[src/design/amio_pkg.sv]
// constants shared by the axis motion i/o supervision block
package amio_pkg;
  localparam int NAX = 4;
  localparam int CW = 32;
  // register byte offsets
  localparam logic [7:0] REG_CTRL = 8'h00;
  localparam logic [7:0] REG_OUT = 8'h04;
  localparam logic [7:0] REG_PINS = 8'h08;
  localparam logic [7:0] REG_IRQ_STAT = 8'h0c;
  localparam logic [7:0] REG_IRQ_MASK = 8'h10;
  localparam logic [7:0] REG_CLR_LEN = 8'h14;
  localparam logic [7:0] REG_STATE = 8'h18;
  localparam logic [7:0] REG_SW_STOP = 8'h1c;
  localparam logic [7:0] REG_CMP_BASE = 8'h20;
  localparam logic [7:0] REG_LATCH_BASE = 8'h30;
  // control register fields
  localparam int CTRL_HOME_LSB = 0;
  localparam int CTRL_LTC_SEL_LSB = 4;
  localparam int CTRL_LIM_NC = 8;
  localparam int CTRL_EMG_NC = 9;
  localparam int CTRL_CMP_IDLE_HI = 10;
  localparam logic [31:0] CTRL_RESET = 32'h0000_04f0;
  // output register fields
  localparam int OUT_SERVO_ON_OUTPUT_LSB = 0;
  localparam int OUT_GPO_LSB = 4;
  // interrupt status fields
  localparam int IRQ_LATCH_LSB = 0;
  localparam int IRQ_CMP_LSB = 4;
  localparam int IRQ_ALM_LSB = 8;
  localparam int IRQ_LIM_LSB = 12;
  localparam int IRQ_EMG = 16;
  localparam int IRQ_W = 17;
  // timing
  localparam int CLK_MHZ = 100;
  localparam int ORG_FILT_NS = 1000;
  localparam int ORG_FILT_CYC = (ORG_FILT_NS * CLK_MHZ + 999) / 1000;
  localparam int CMP_PULSE_NS = 100;
  localparam int CMP_PULSE_CYC = (CMP_PULSE_NS * CLK_MHZ + 999) / 1000;
  localparam logic [15:0] CLR_LEN_RESET = 16'h0064;
  typedef enum logic [1:0] {
    AMIO_CLR_IDLE = 2'b00,
    AMIO_CLR_ACTIVE = 2'b01
  } amio_clr_state_t;
endpackage

[src/design/amio_top.sv]
// per-axis motion i/o supervision, interlock and apb register file
//
// Local design decisions: register access over APB and the register addresses.
`timescale 1ns/1ps
module amio_top (
  input wire logic pclk,
  input wire logic presetn,
  input wire logic psel,
  input wire logic penable,
  input wire logic pwrite,
  input wire logic [7:0] paddr,
  input wire logic [31:0] pwdata,
  output logic [31:0] prdata,
  output logic pready,
  output logic pslverr,
  input wire logic [3:0] origin_input,
  input wire logic [3:0] plus_limit_input,
  input wire logic [3:0] minus_limit_input,
  input wire logic [3:0] slow_down_input,
  input wire logic [3:0] position_settled_flag,
  input wire logic [3:0] driver_alarm_input,
  input wire logic [3:0] driver_ready_input,
  input wire logic [3:0] gp_input,
  input wire logic emergency_stop_input,
  input wire logic [3:0] step_request,
  input wire logic [3:0] heading_request,
  input wire logic [127:0] encoder_count,
  output logic [3:0] step_pulse_line,
  output logic [3:0] heading_level_output,
  output logic [3:0] slow_speed_request,
  output logic [3:0] deviation_clear_output,
  output logic [3:0] servo_on_output,
  output logic [3:0] compare_pulse_output,
  output logic [3:0] gp_output,
  output logic irq
);

  ////////////////////////////////////////////////////////////////////////////////
  function automatic logic [3:0] apply_pol(input logic [3:0] raw, input logic inv);
    apply_pol = inv ? ~raw : raw;
  endfunction

  function automatic logic [31:0] axis_word(input logic [127:0] v, input int idx);
    axis_word = v[idx*amio_pkg::CW +: amio_pkg::CW];
  endfunction

  ////////////////////////////////////////////////////////////////////////////////
  // two-stage synchroniser for every status input pin; step_request and heading_request are used unsynchronised
  localparam int SW = 33;
  logic [SW-1:0] sync1_r;
  logic [SW-1:0] sync2_r;
  wire [SW-1:0] pin_bus = {emergency_stop_input, gp_input, driver_ready_input,
    driver_alarm_input, position_settled_flag, slow_down_input, minus_limit_input,
    plus_limit_input, origin_input};

  always_ff @(posedge pclk or negedge presetn) begin
    if (!presetn) begin
      sync1_r <= '0;
      sync2_r <= '0;
    end else begin
      sync1_r <= pin_bus;
      sync2_r <= sync1_r;
    end
  end

  wire [3:0] org_s = sync2_r[3:0];
  wire [3:0] pel_s = sync2_r[7:4];
  wire [3:0] mel_s = sync2_r[11:8];
  wire [3:0] sdl_s = sync2_r[15:12];
  wire [3:0] inp_s = sync2_r[19:16];
  wire [3:0] alm_s = sync2_r[23:20];
  wire [3:0] rdy_s = sync2_r[27:24];
  wire [3:0] gpi_s = sync2_r[31:28];
  wire emg_raw_s = sync2_r[32];

  ////////////////////////////////////////////////////////////////////////////////
  // registers
  logic [31:0] ctrl_r;
  logic [7:0] out_r;
  logic [amio_pkg::IRQ_W-1:0] irq_stat_r;
  logic [amio_pkg::IRQ_W-1:0] irq_mask_r;
  logic [15:0] clr_len_r;
  logic [31:0] cmp_val_r [amio_pkg::NAX];
  logic [31:0] latch_val_r [amio_pkg::NAX];
  logic sw_stop_r;
  wire wr_en = psel & penable & pwrite;
  wire [3:0] home_mode = ctrl_r[amio_pkg::CTRL_HOME_LSB +: 4];
  wire [3:0] ltc_sel = ctrl_r[amio_pkg::CTRL_LTC_SEL_LSB +: 4];
  wire cmp_idle_hi = ctrl_r[amio_pkg::CTRL_CMP_IDLE_HI];

  always_ff @(posedge pclk or negedge presetn) begin
    if (!presetn) begin
      ctrl_r <= amio_pkg::CTRL_RESET;
      out_r <= '0;
      irq_mask_r <= '0;
      clr_len_r <= amio_pkg::CLR_LEN_RESET;
    end else if (wr_en) begin
      case (paddr)
        amio_pkg::REG_CTRL: ctrl_r <= {21'h00_0000, pwdata[10:0]};
        amio_pkg::REG_OUT: out_r <= pwdata[7:0];
        amio_pkg::REG_IRQ_MASK: irq_mask_r <= pwdata[amio_pkg::IRQ_W-1:0];
        amio_pkg::REG_CLR_LEN: clr_len_r <= pwdata[15:0];
        default: ;
      endcase
    end
  end

  always_ff @(posedge pclk or negedge presetn) begin
    if (!presetn) begin
      for (int i = 0; i < amio_pkg::NAX; i++) begin
        cmp_val_r[i] <= '0;
      end
    end else if (wr_en && paddr[7:4] == amio_pkg::REG_CMP_BASE[7:4] && paddr[1:0] == 2'b00) begin
      cmp_val_r[paddr[3:2]] <= pwdata;
    end
  end

  // software emergency stop is a write-one strobe
  always_ff @(posedge pclk or negedge presetn) begin
    if (!presetn) begin
      sw_stop_r <= 1'b0;
    end else begin
      sw_stop_r <= wr_en && paddr == amio_pkg::REG_SW_STOP && pwdata[0];
    end
  end

  assign servo_on_output = out_r[amio_pkg::OUT_SERVO_ON_OUTPUT_LSB +: 4];
  assign gp_output = out_r[amio_pkg::OUT_GPO_LSB +: 4];

  ////////////////////////////////////////////////////////////////////////////////
  // origin spike filter: output follows only after the input stays stable
  localparam int OFW = $clog2(amio_pkg::ORG_FILT_CYC + 1);
  localparam logic [OFW-1:0] ORG_FILT_MAX = OFW'(amio_pkg::ORG_FILT_CYC);
  logic [OFW-1:0] org_cnt_r [amio_pkg::NAX];
  logic [3:0] org_f_r;

  always_ff @(posedge pclk or negedge presetn) begin
    if (!presetn) begin
      org_f_r <= '0;
      for (int i = 0; i < amio_pkg::NAX; i++) begin
        org_cnt_r[i] <= '0;
      end
    end else begin
      for (int i = 0; i < amio_pkg::NAX; i++) begin
        if (org_s[i] == org_f_r[i]) begin
          org_cnt_r[i] <= '0;
        end else if (org_cnt_r[i] == ORG_FILT_MAX - OFW'(1)) begin
          org_f_r[i] <= org_s[i];
          org_cnt_r[i] <= '0;
        end else begin
          org_cnt_r[i] <= org_cnt_r[i] + OFW'(1);
        end
      end
    end
  end

  ////////////////////////////////////////////////////////////////////////////////
  // interlock and pulse gating
  wire [3:0] pel_a = apply_pol(pel_s, ctrl_r[amio_pkg::CTRL_LIM_NC]);
  wire [3:0] mel_a = apply_pol(mel_s, ctrl_r[amio_pkg::CTRL_LIM_NC]);
  wire emg_a = emg_raw_s ^ ctrl_r[amio_pkg::CTRL_EMG_NC];
  wire [3:0] home_blk = home_mode & org_f_r;
  // a limit blocks only the direction that runs into it
  wire [3:0] lim_blk = (heading_request & pel_a) | (~heading_request & mel_a);
  wire [3:0] axis_ok = ~alm_s & ~home_blk & ~lim_blk & {4{~emg_a}};

  always_ff @(posedge pclk or negedge presetn) begin
    if (!presetn) begin
      step_pulse_line <= '0;
      heading_level_output <= '0;
      slow_speed_request <= '0;
    end else begin
      step_pulse_line <= step_request & axis_ok;
      // heading is held while stopped rather than following the request
      for (int i = 0; i < amio_pkg::NAX; i++) begin
        if (axis_ok[i]) begin
          heading_level_output[i] <= heading_request[i];
        end
      end
      slow_speed_request <= sdl_s & ~ltc_sel;
    end
  end

  ////////////////////////////////////////////////////////////////////////////////
  // event edge detection
  logic [3:0] org_d_r;
  logic [3:0] lim_d_r;
  logic [3:0] alm_d_r;
  logic [3:0] sdl_d_r;
  logic emg_d_r;

  always_ff @(posedge pclk or negedge presetn) begin
    if (!presetn) begin
      org_d_r <= '0;
      lim_d_r <= '0;
      alm_d_r <= '0;
      sdl_d_r <= '0;
      emg_d_r <= 1'b0;
    end else begin
      org_d_r <= home_blk;
      lim_d_r <= pel_a | mel_a;
      alm_d_r <= alm_s;
      sdl_d_r <= sdl_s;
      emg_d_r <= emg_a;
    end
  end

  wire [3:0] home_done_ev = home_blk & ~org_d_r;
  wire [3:0] lim_ev = (pel_a | mel_a) & ~lim_d_r;
  wire [3:0] alm_ev = alm_s & ~alm_d_r;
  wire [3:0] ltc_ev = sdl_s & ~sdl_d_r & ltc_sel;
  wire emg_ev = emg_a & ~emg_d_r;
  wire [3:0] clr_trig = home_done_ev | lim_ev | alm_ev | {4{emg_ev | sw_stop_r}};

  ////////////////////////////////////////////////////////////////////////////////
  // deviation clear pulse per axis
  amio_pkg::amio_clr_state_t clr_st_r [amio_pkg::NAX];
  logic [15:0] clr_cnt_r [amio_pkg::NAX];

  always_ff @(posedge pclk or negedge presetn) begin
    if (!presetn) begin
      for (int i = 0; i < amio_pkg::NAX; i++) begin
        clr_st_r[i] <= amio_pkg::AMIO_CLR_IDLE;
        clr_cnt_r[i] <= '0;
      end
    end else begin
      for (int i = 0; i < amio_pkg::NAX; i++) begin
        case (clr_st_r[i])
          amio_pkg::AMIO_CLR_IDLE: begin
            if (clr_trig[i] && clr_len_r != 16'h0000) begin
              clr_st_r[i] <= amio_pkg::AMIO_CLR_ACTIVE;
              clr_cnt_r[i] <= clr_len_r - 16'h0001;
            end
          end
          amio_pkg::AMIO_CLR_ACTIVE: begin
            // a new cause restarts the full length
            if (clr_trig[i]) begin
              clr_cnt_r[i] <= clr_len_r - 16'h0001;
            end else if (clr_cnt_r[i] == 16'h0000) begin
              clr_st_r[i] <= amio_pkg::AMIO_CLR_IDLE;
            end else begin
              clr_cnt_r[i] <= clr_cnt_r[i] - 16'h0001;
            end
          end
          default: clr_st_r[i] <= amio_pkg::AMIO_CLR_IDLE;
        endcase
      end
    end
  end

  always_comb begin
    for (int i = 0; i < amio_pkg::NAX; i++) begin
      deviation_clear_output[i] = clr_st_r[i] == amio_pkg::AMIO_CLR_ACTIVE;
    end
  end

  ////////////////////////////////////////////////////////////////////////////////
  // position latch
  always_ff @(posedge pclk or negedge presetn) begin
    if (!presetn) begin
      for (int i = 0; i < amio_pkg::NAX; i++) begin
        latch_val_r[i] <= '0;
      end
    end else begin
      for (int i = 0; i < amio_pkg::NAX; i++) begin
        if (ltc_ev[i]) begin
          latch_val_r[i] <= axis_word(encoder_count, i);
        end
      end
    end
  end

  ////////////////////////////////////////////////////////////////////////////////
  // compare channels: fire once on reaching the preset, fixed pulse width
  localparam int CPW = $clog2(amio_pkg::CMP_PULSE_CYC + 1);
  localparam logic [CPW-1:0] CMP_LEN = CPW'(amio_pkg::CMP_PULSE_CYC);
  logic [3:0] cmp_hit_d_r;
  logic [CPW-1:0] cmp_cnt_r [amio_pkg::NAX];
  logic [3:0] cmp_act;
  logic [3:0] cmp_hit;
  logic [3:0] cmp_out_r;

  always_comb begin
    for (int i = 0; i < amio_pkg::NAX; i++) begin
      cmp_hit[i] = axis_word(encoder_count, i) == cmp_val_r[i];
      cmp_act[i] = cmp_cnt_r[i] != '0;
    end
  end

  wire [3:0] cmp_ev = cmp_hit & ~cmp_hit_d_r;
  always_ff @(posedge pclk or negedge presetn) begin
    if (!presetn) begin
      cmp_hit_d_r <= 4'hf; // counts and presets both start at zero: no false hit
      cmp_out_r <= 4'hf;
      for (int i = 0; i < amio_pkg::NAX; i++) begin
        cmp_cnt_r[i] <= '0;
      end
    end else begin
      cmp_hit_d_r <= cmp_hit;
      for (int i = 0; i < amio_pkg::NAX; i++) begin
        if (cmp_ev[i]) begin
          cmp_cnt_r[i] <= CMP_LEN;
        end else if (cmp_act[i]) begin
          cmp_cnt_r[i] <= cmp_cnt_r[i] - CPW'(1);
        end
      end
      cmp_out_r <= cmp_idle_hi ? ~cmp_act : cmp_act;
    end
  end

  assign compare_pulse_output = cmp_out_r;

  ////////////////////////////////////////////////////////////////////////////////
  // interrupts: set wins over write-one-to-clear
  wire [amio_pkg::IRQ_W-1:0] irq_set = {emg_ev, lim_ev, alm_ev, cmp_ev, ltc_ev};
  wire [amio_pkg::IRQ_W-1:0] irq_clr =
    (wr_en && paddr == amio_pkg::REG_IRQ_STAT) ? pwdata[amio_pkg::IRQ_W-1:0] : '0;

  always_ff @(posedge pclk or negedge presetn) begin
    if (!presetn) begin
      irq_stat_r <= '0;
    end else begin
      irq_stat_r <= (irq_stat_r & ~irq_clr) | irq_set;
    end
  end

  always_ff @(posedge pclk or negedge presetn) begin
    if (!presetn) begin
      irq <= 1'b0;
    end else begin
      irq <= |((irq_stat_r & ~irq_clr | irq_set) & irq_mask_r);
    end
  end

  ////////////////////////////////////////////////////////////////////////////////
  // apb read path, data captured in the setup cycle so access is zero-wait
  logic [31:0] rd_nxt;
  logic rd_ok;

  always_comb begin
    rd_nxt = '0;
    rd_ok = 1'b1;
    case (paddr)
      amio_pkg::REG_CTRL: rd_nxt = ctrl_r;
      amio_pkg::REG_OUT: rd_nxt = {24'h00_0000, out_r};
      amio_pkg::REG_PINS: rd_nxt = {gpi_s, rdy_s, inp_s, alm_s, sdl_s, mel_a, pel_a,
        org_f_r};
      amio_pkg::REG_IRQ_STAT: rd_nxt = {15'h0000, irq_stat_r};
      amio_pkg::REG_IRQ_MASK: rd_nxt = {15'h0000, irq_mask_r};
      amio_pkg::REG_CLR_LEN: rd_nxt = {16'h0000, clr_len_r};
      amio_pkg::REG_STATE: rd_nxt = {15'h0000, emg_a, deviation_clear_output, slow_speed_request,
        lim_blk, axis_ok};
      amio_pkg::REG_SW_STOP: rd_nxt = '0;
      default: begin
        if (paddr[1:0] != 2'b00) begin
          rd_ok = 1'b0;
        end else if (paddr[7:4] == amio_pkg::REG_CMP_BASE[7:4]) begin
          rd_nxt = cmp_val_r[paddr[3:2]];
        end else if (paddr[7:4] == amio_pkg::REG_LATCH_BASE[7:4]) begin
          rd_nxt = latch_val_r[paddr[3:2]];
        end else begin
          rd_ok = 1'b0;
        end
      end
    endcase
  end

  logic err_r;
  always_ff @(posedge pclk or negedge presetn) begin
    if (!presetn) begin
      prdata <= '0;
      err_r <= 1'b0;
    end else if (psel && !penable) begin
      prdata <= pwrite ? 32'h0000_0000 : rd_nxt;
      // latch values are read-only, so writes to them are errors too
      err_r <= !rd_ok || (pwrite && paddr[7:4] == amio_pkg::REG_LATCH_BASE[7:4]);
    end
  end

  assign pready = 1'b1;
  assign pslverr = psel & penable & err_r;
endmodule

[config.mk]
export PLATFORM = sky130hd
export DESIGN_NAME = amio_top
export DESIGN_NICKNAME = d
export VERILOG_FILES = /design/src/design/amio_pkg.sv /design/src/design/amio_top.sv
export SDC_FILE = /design/constraint.sdc
export NUM_CORES = 1
export LEC_CHECK = 0
export ABC_AREA = 1
export ABC_CLOCK_PERIOD_IN_PS = 4500
export BUFFER_PORTS_ARGS = -buffer_cell sky130_fd_sc_hd__buf_2
export CORE_MARGIN = 8
export CORE_UTILIZATION = 59
export CTS_BUF_LIST = sky130_fd_sc_hd__clkbuf_16
export CTS_CLUSTER_SIZE = 10
export DETAILED_ROUTE_END_ITERATION = 10
export HOLD_SLACK_MARGIN = 0.03
export PLACE_DENSITY = 0.8
export SLEW_MARGIN = 25
export SYNTH_ARGS = -nofsm -noshare
export SYNTH_HDL_FRONTEND = slang
export SYNTH_SLANG_ARGS = --single-unit
[constraint.sdc]
create_clock -name pclk -period 4.5 [get_ports pclk]
set_input_delay 0.225 -clock pclk [delete_from_list [all_inputs] [get_ports pclk]]
set_output_delay 0.225 -clock pclk [all_outputs]
set_load 0.03 [all_outputs]
Yosys cells after proc, flatten, opt, wreduce, memory -nomap -nowiden --
Index checks and enable logic that the tools add are counted. W data, S select, Z words.
Word-level totals: flip-flop bits (word level) 583, output and inout port bits 63
Cells by class: $add $sub $neg 13, order comparisons 2, equality and inequality tests 41, multiplexer cells 70, bitwise gates (word level) 49, reductions and logical operators 57
Operator list (number):
- $mux W32 | 9
- $pmux W32 S8 | 1
- $mux W16 | 12
- $bmux W32 S2 | 2
- $bwmux W128 | 1
- $eq A32 B32 Y1 | 4
- $pmux W16 S2 | 4
- $sub A16 B1 Y16 const B | 5
- $demux W32 S2 | 1
- $logic_not A16 Y1 | 4
- $and A4 B4 Y4 | 14
- $mux W7 | 8
- $not A4 Y4 | 13
- $mux W4 | 11
- $and A17 B17 Y17 | 2
- $eq A8 B5 Y1 const B | 4
- $add A7 B1 Y7 const B | 4
- $eq A7 B7 Y1 const B | 4
- $mux W2 | 12
- $reduce_and A3 Y1 | 8
- $or A4 B4 Y4 | 5
- $reduce_bool A2 Y1 | 9
- $mux W17 | 1
- $not A17 Y17 | 1
- other kinds (29) | 93

Longest topological paths before layout --
word-level depth 10, gate-level depth with buffers 14

Worst setup path before layout --
Ideal clock, no wire load.
path kind register to register, start point register clr_len_r[0], end point register clr_cnt_r[26] (netlist bit), library setup time 0.127 ns, arrival 1.758 ns, path slack 2.615 ns, cell stages (with the launch flop) 11, period minus slack after synthesis 1.885 ns, path through dfrtp_1 clkinv_1 ha_1 nand4_1 nor2_1 nand3_1 o21ai_1 nand2_2 buf_2 o211ai_1 o21ai_1
Between the ends: word-level cells in the longest chain between the ends 4, elaborated cells between the ends (all ways) 8, classes of those cells add/sub: 1; eq/ne: 1; mux: 3; reduce/logical: 3
Ends and longest elaborated chain:
- from (decl) | RTL line amio_top.sv:82 | logic [15:0] clr_len_r;
- from (signal assigned) | RTL line amio_top.sv:96 | clr_len_r <= amio_pkg::CLR_LEN_RESET;
- from (signal assigned) | RTL line amio_top.sv:102 | amio_pkg::REG_CLR_LEN: clr_len_r <= pwdata[15:0];
- parallel branches: the longest is 4 deep, another holds $sub A16 B1 Y16
- to (signal, indexed assignment) | RTL line amio_top.sv:232 | clr_cnt_r[i] <= clr_len_r - 16'h0001;
- to (signal, indexed assignment) | RTL line amio_top.sv:238 | clr_cnt_r[i] <= clr_len_r - 16'h0001;
- to (signal, indexed assignment) | RTL line amio_top.sv:242 | clr_cnt_r[i] <= clr_cnt_r[i] - 16'h0001;
- to (decl) | RTL line amio_top.sv:218 | logic [15:0] clr_cnt_r [amio_pkg::NAX];
Parallel ways; which one is timed is not known. The select of a mux whose other input is x is not followed. A chain may end at the register's enable or synchronous reset.

Worst setup path after layout --
start point input paddr[6], end point register prdata[30]
Between the ends: word-level cells in the longest chain between the ends 6, elaborated cells between the ends (all ways) 15, classes of those cells eq/ne: 9; mux: 5; reduce/logical: 1
Ends and longest elaborated chain:
- from (decl) | RTL line amio_top.sv:11 | input wire logic [7:0] paddr,
- $eq A4 B2 Y1 | RTL line amio_top.sv:359 | end else if (paddr[7:4] == amio_pkg::REG_LATCH_BASE[7:4]) begin
- $mux W32 | RTL line amio_top.sv:359
- $mux W32 | RTL line amio_top.sv:357 | end else if (paddr[7:4] == amio_pkg::REG_CMP_BASE[7:4]) begin
- $mux W32 | RTL line amio_top.sv:355 | if (paddr[1:0] != 2'b00) begin
- $pmux W32 S8 (*) | RTL line amio_top.sv:343 | case (paddr)
- $mux W32 (*) | RTL line amio_top.sv:374 | prdata <= pwrite ? 32'h0000_0000 : rd_nxt;
- to (signal assigned) | RTL line amio_top.sv:374
- to (decl) | RTL line amio_top.sv:13 | output logic [31:0] prdata,
Mark *: on every way between the ends. The rest lies on a longest branch, timed or not.

==> metrics.md <==
| Metric | Value |
|---|---|
| Die Y | 233 um |
| Largest net degree at the start of global routing | 113 |
| P_int | 0.00921 W |
| Total die area | 54300 um^2 |
| P&R area growth vs syn | 20.9% |
| Final design utilization | 72.2% |
| # rows | 79 |
| Initial antenna violation count | 8 |
| Worst Reg-to-Reg Cells | 8 |
| Total CTS buffers | 68 |
| Status | completed |
| Setup crit start | paddr[6] |
| Register Area | 14500 um^2 |
| Count leader, synth | nand2_1 |
| Clock Path Buffers | 3 |
| Post-CTS Setup Inserts | 0 |
| Layout Cells excl Fill | 4442 |
| DRC viols | 0 |
| Post-synth cell types | 50 |
| Post-synth top area cell | dfrtp_1 |
| Worst-path cell chain | dlygate4sd3_1, buf_2, nor2_1, nand3_2, inv_1, buf_4, o21ai_0, nand2_1, o21ai_0, nand4_1, dlygate4sd3_1, nand2_1 |
| WP buf/inv | 5 |
| Worst path slowest cell | inv_1 |
| Minimum clock period | 3.38 ns |
| GRT Residual Overflow | 0 |
| Post-synth top area share | 50.7% |
| Power Density | 392 nW/um^2 |
| Synth top cells by count | 923 x nand2_1, 563 x dfrtp_1, 372 x o21ai_0, 331 x inv_1, 256 x nor2_1 |
| Initial core utilization | 59.7% |
| Combinational share of power | 17.4% |
| WP depth | 12 |
| Post-route ant nets | 0 |
| Post-Syn Instances | 3347 |
| CP endpoint | prdata[30] |
| Layout cells sized above 1 | 13.0% |
| CP Max Fanout | 27 |
| Fin crit share | 75.0% |
| Pwr Total | 0.0132 W |
| Slew headroom | 27.6% |
| Vias | 26200 |
| Critical path arrival | 3.88 ns |
| Routability congestion estimate from global placement | 0.989 |
| Core area | 46600 um^2 |
| WS Path Type | input pin to flip-flop |
| Mean Syn Cell Area | 8.31 um^2 |
| Fmax | 296 MHz |
| Pins Over Slew Limit | 0 |
| H-tree lvl count | 3 |
| RSZ-0062 raised after global routing | false |
| Slew of the pin with the lowest slew margin | 1.09 ns |
| Drt wl/cell | 22.0 um |
| Placed Cells | 4129 |
| Vias per cell | 5.91 |
| Register area share after synthesis | 52.2% |
| Final hold vios | 0 |
| Overall global routing resource usage | 35.7% |
| Final net count | 4018 |
| Fill cells | 3338 |
| Root Buffer | clkbuf_16 |
| Most used DFF post-synth | dfrtp_1 |
| LEAKAGE | 16.4 nW |
| Worst-skew pair later-pin latency | 0.63 ns |
| Worst reg2reg path endpoint | clr_cnt_r[7] |
| Flops & latches, synth | 579 |
| Reg2reg setup slack | 1.39 ns |
| First-pass GRT wire length | 148 mm |
| EDFF count, synth | 0 |
| Clk slew on worst S/H paths | 0.06 ns |
| Sw Share | 30.0% |
| Clock Skew | 0.0221 ns |
| Worst Setup Start Kind | input pin |
| CP endpoint kind | flip-flop |
| P_sw | 0.00395 W |
| CP peak stage delay | 0.63 ns |
| Final wirelength | 97.6 mm |
| Sequential power share | 45.2% |
| DP HPWL | 63.8 mm |
| Port Buffer Count | 275 |
| Top post-synthesis cells by area | dfrtp_1 51%, nand2_1 12%, o21ai_0 6.7% |
| Hold WS | 0.0632 ns |
| Worst EP required | 5.00 ns |
| DR iter-0 viols | 3198 |
| Setup_tns | 0 ns |
| Post-Syn Area | 27800 um^2 |
| I/O Pins | 277 |
| Number of global-route vias before repair | 25600 |
| Resized cells post-CTS | 0 |
| Delay-heaviest family, CP | buffers and inverters |
| Die Span X | 233 um |
| CTS sink count | 579 |
| CTS tree | built |
| Syn_nets | 3574 |
| Max cap viols | 0 |
| TritonRoute pass-1 iters | 6 |
| Min-delay worst type | input pin to flip-flop |
| Worst R2R Start | ctrl_r[8] |
| VDD IR max | 343 uV |
| Clock network power share | 37.4% |
| Final setup vio count | 0 |
| Multi-input logic area | 11500 um^2 |
| Async SR Flop Fraction | 100% |
| Warnings, synthesis | 0 |
per-stage QoR:
stage	setup WS, ns	instance area, um^2
final	1.12	33600
after global routing	1.12	33600
after CTS	1.35	33600
after detailed placement	1.47	29700
after global placement	1.54	29700
after floorplan	2.62	27800
how the worst min path moves through the flow:
stage	startpoint	to	slack, ns	depth (start not counted)
3_3_place_gp	presetn	org_cnt_r[6]	0.32	1
6_report	psel	err_r	0.06	4
3_5_place_dp	presetn	org_cnt_r[6]	0.32	1
4_1_cts	psel	err_r	0.03	4
2_1_floorplan	presetn	alm_d_r[0]	-0.07	0
5_1_grt	pwrite	prdata[28]	0.08	4
power groups by stage:
stage | clock, W | combinational [W] | sequential [W]
2_1_floorplan | 0 | 0.00132 | 0.00602
3_3_place_gp | 0 | 0.00201 | 0.00601
3_5_place_dp | 0 | 0.00207 | 0.00601
4_1_cts | 0.00493 | 0.00224 | 0.00594
5_1_grt | 0.00515 | 0.00256 | 0.00599
6_report | 0.00493 | 0.00229 | 0.00595
registers in the layout, indices dropped and copies added, names as in the netlist, 8 cells and up:
register	cells
sync2_r	33
sync1_r	33
clr_len_r	16
prdata	32
ctrl_r	11
irq_stat_r	17
irq_mask_r	17
cmp_val_r	128
org_cnt_r	28
latch_val_r	128
cmp_cnt_r	16
clr_cnt_r	64
out_r	8
worst min-delay path, cell delays in order:
cell and delay, ns:
buf_2 0.10, inv_1 0.09, nor2_1 0.07, o21ai_0 0.14
kinds of logic (layout without fill, tap and decap cells):
group,Yosys count,in the layout,synth area share [%]
AO/OA/AOI/OAI,673,673,13.0
flip-flops,579,579,52.2
XOR/XNOR,165,165,5.30
adder cells (fa/ha/maj),13,13,0.585
multiplexers,54,54,2.19
other,1,10,0.0135
buffers and inverters,475,954,6.65
AND/OR/NAND/NOR,1387,1387,20.1
what timing repair did:
action / CTS / global route
setup endpoints to repair: 0 / 0
endpoints found under the hold margin: 321 / 0
hold buffers: 199 / 0
routing by layer:
| metal | vias to the layer above | wire (um) | track usage, % |
|---|---|---|---|
| li1 | 11700 | - | - |
| met1 | 12300 | 35600 | 45.4 |
| met2 | 1789 | 42100 | 52.8 |
| met3 | 479 | 12200 | 10.6 |
| met4 | 8 | 7560 | 23.3 |
| met5 | - | 55 | 0 |
area by class of cell:
cell class	instances	share of cell area, %
inverters	348	3.89
clock inverters	37	0.644
multi-input cells	2293	34.2
well taps	607	2.26
diodes	9	0.0670
flip-flops and latches	579	43.2
repair buffers	501	10.8
clock buffers	68	5.06
cell usage in the layout (no fill, tap or decap), drive strengths merged, types with 5 or more instances in the layout:
cell / n
nand2: 932
dfrtp: 563
o21ai: 430
inv: 381
buf: 302
nor2: 258
dlygate4sd3: 199
xnor2: 116
nand3: 103
a21oi: 102
o22ai: 86
clkbuf: 68
mux2: 54
xor2: 49
nor3: 44
nand4: 37
o211ai: 30
dfstp: 16
ha: 13
diode: 9
a31oi: 7
a22oi: 7
nand3b: 5
No activity file was read; power rests on OpenSTA's default activity.
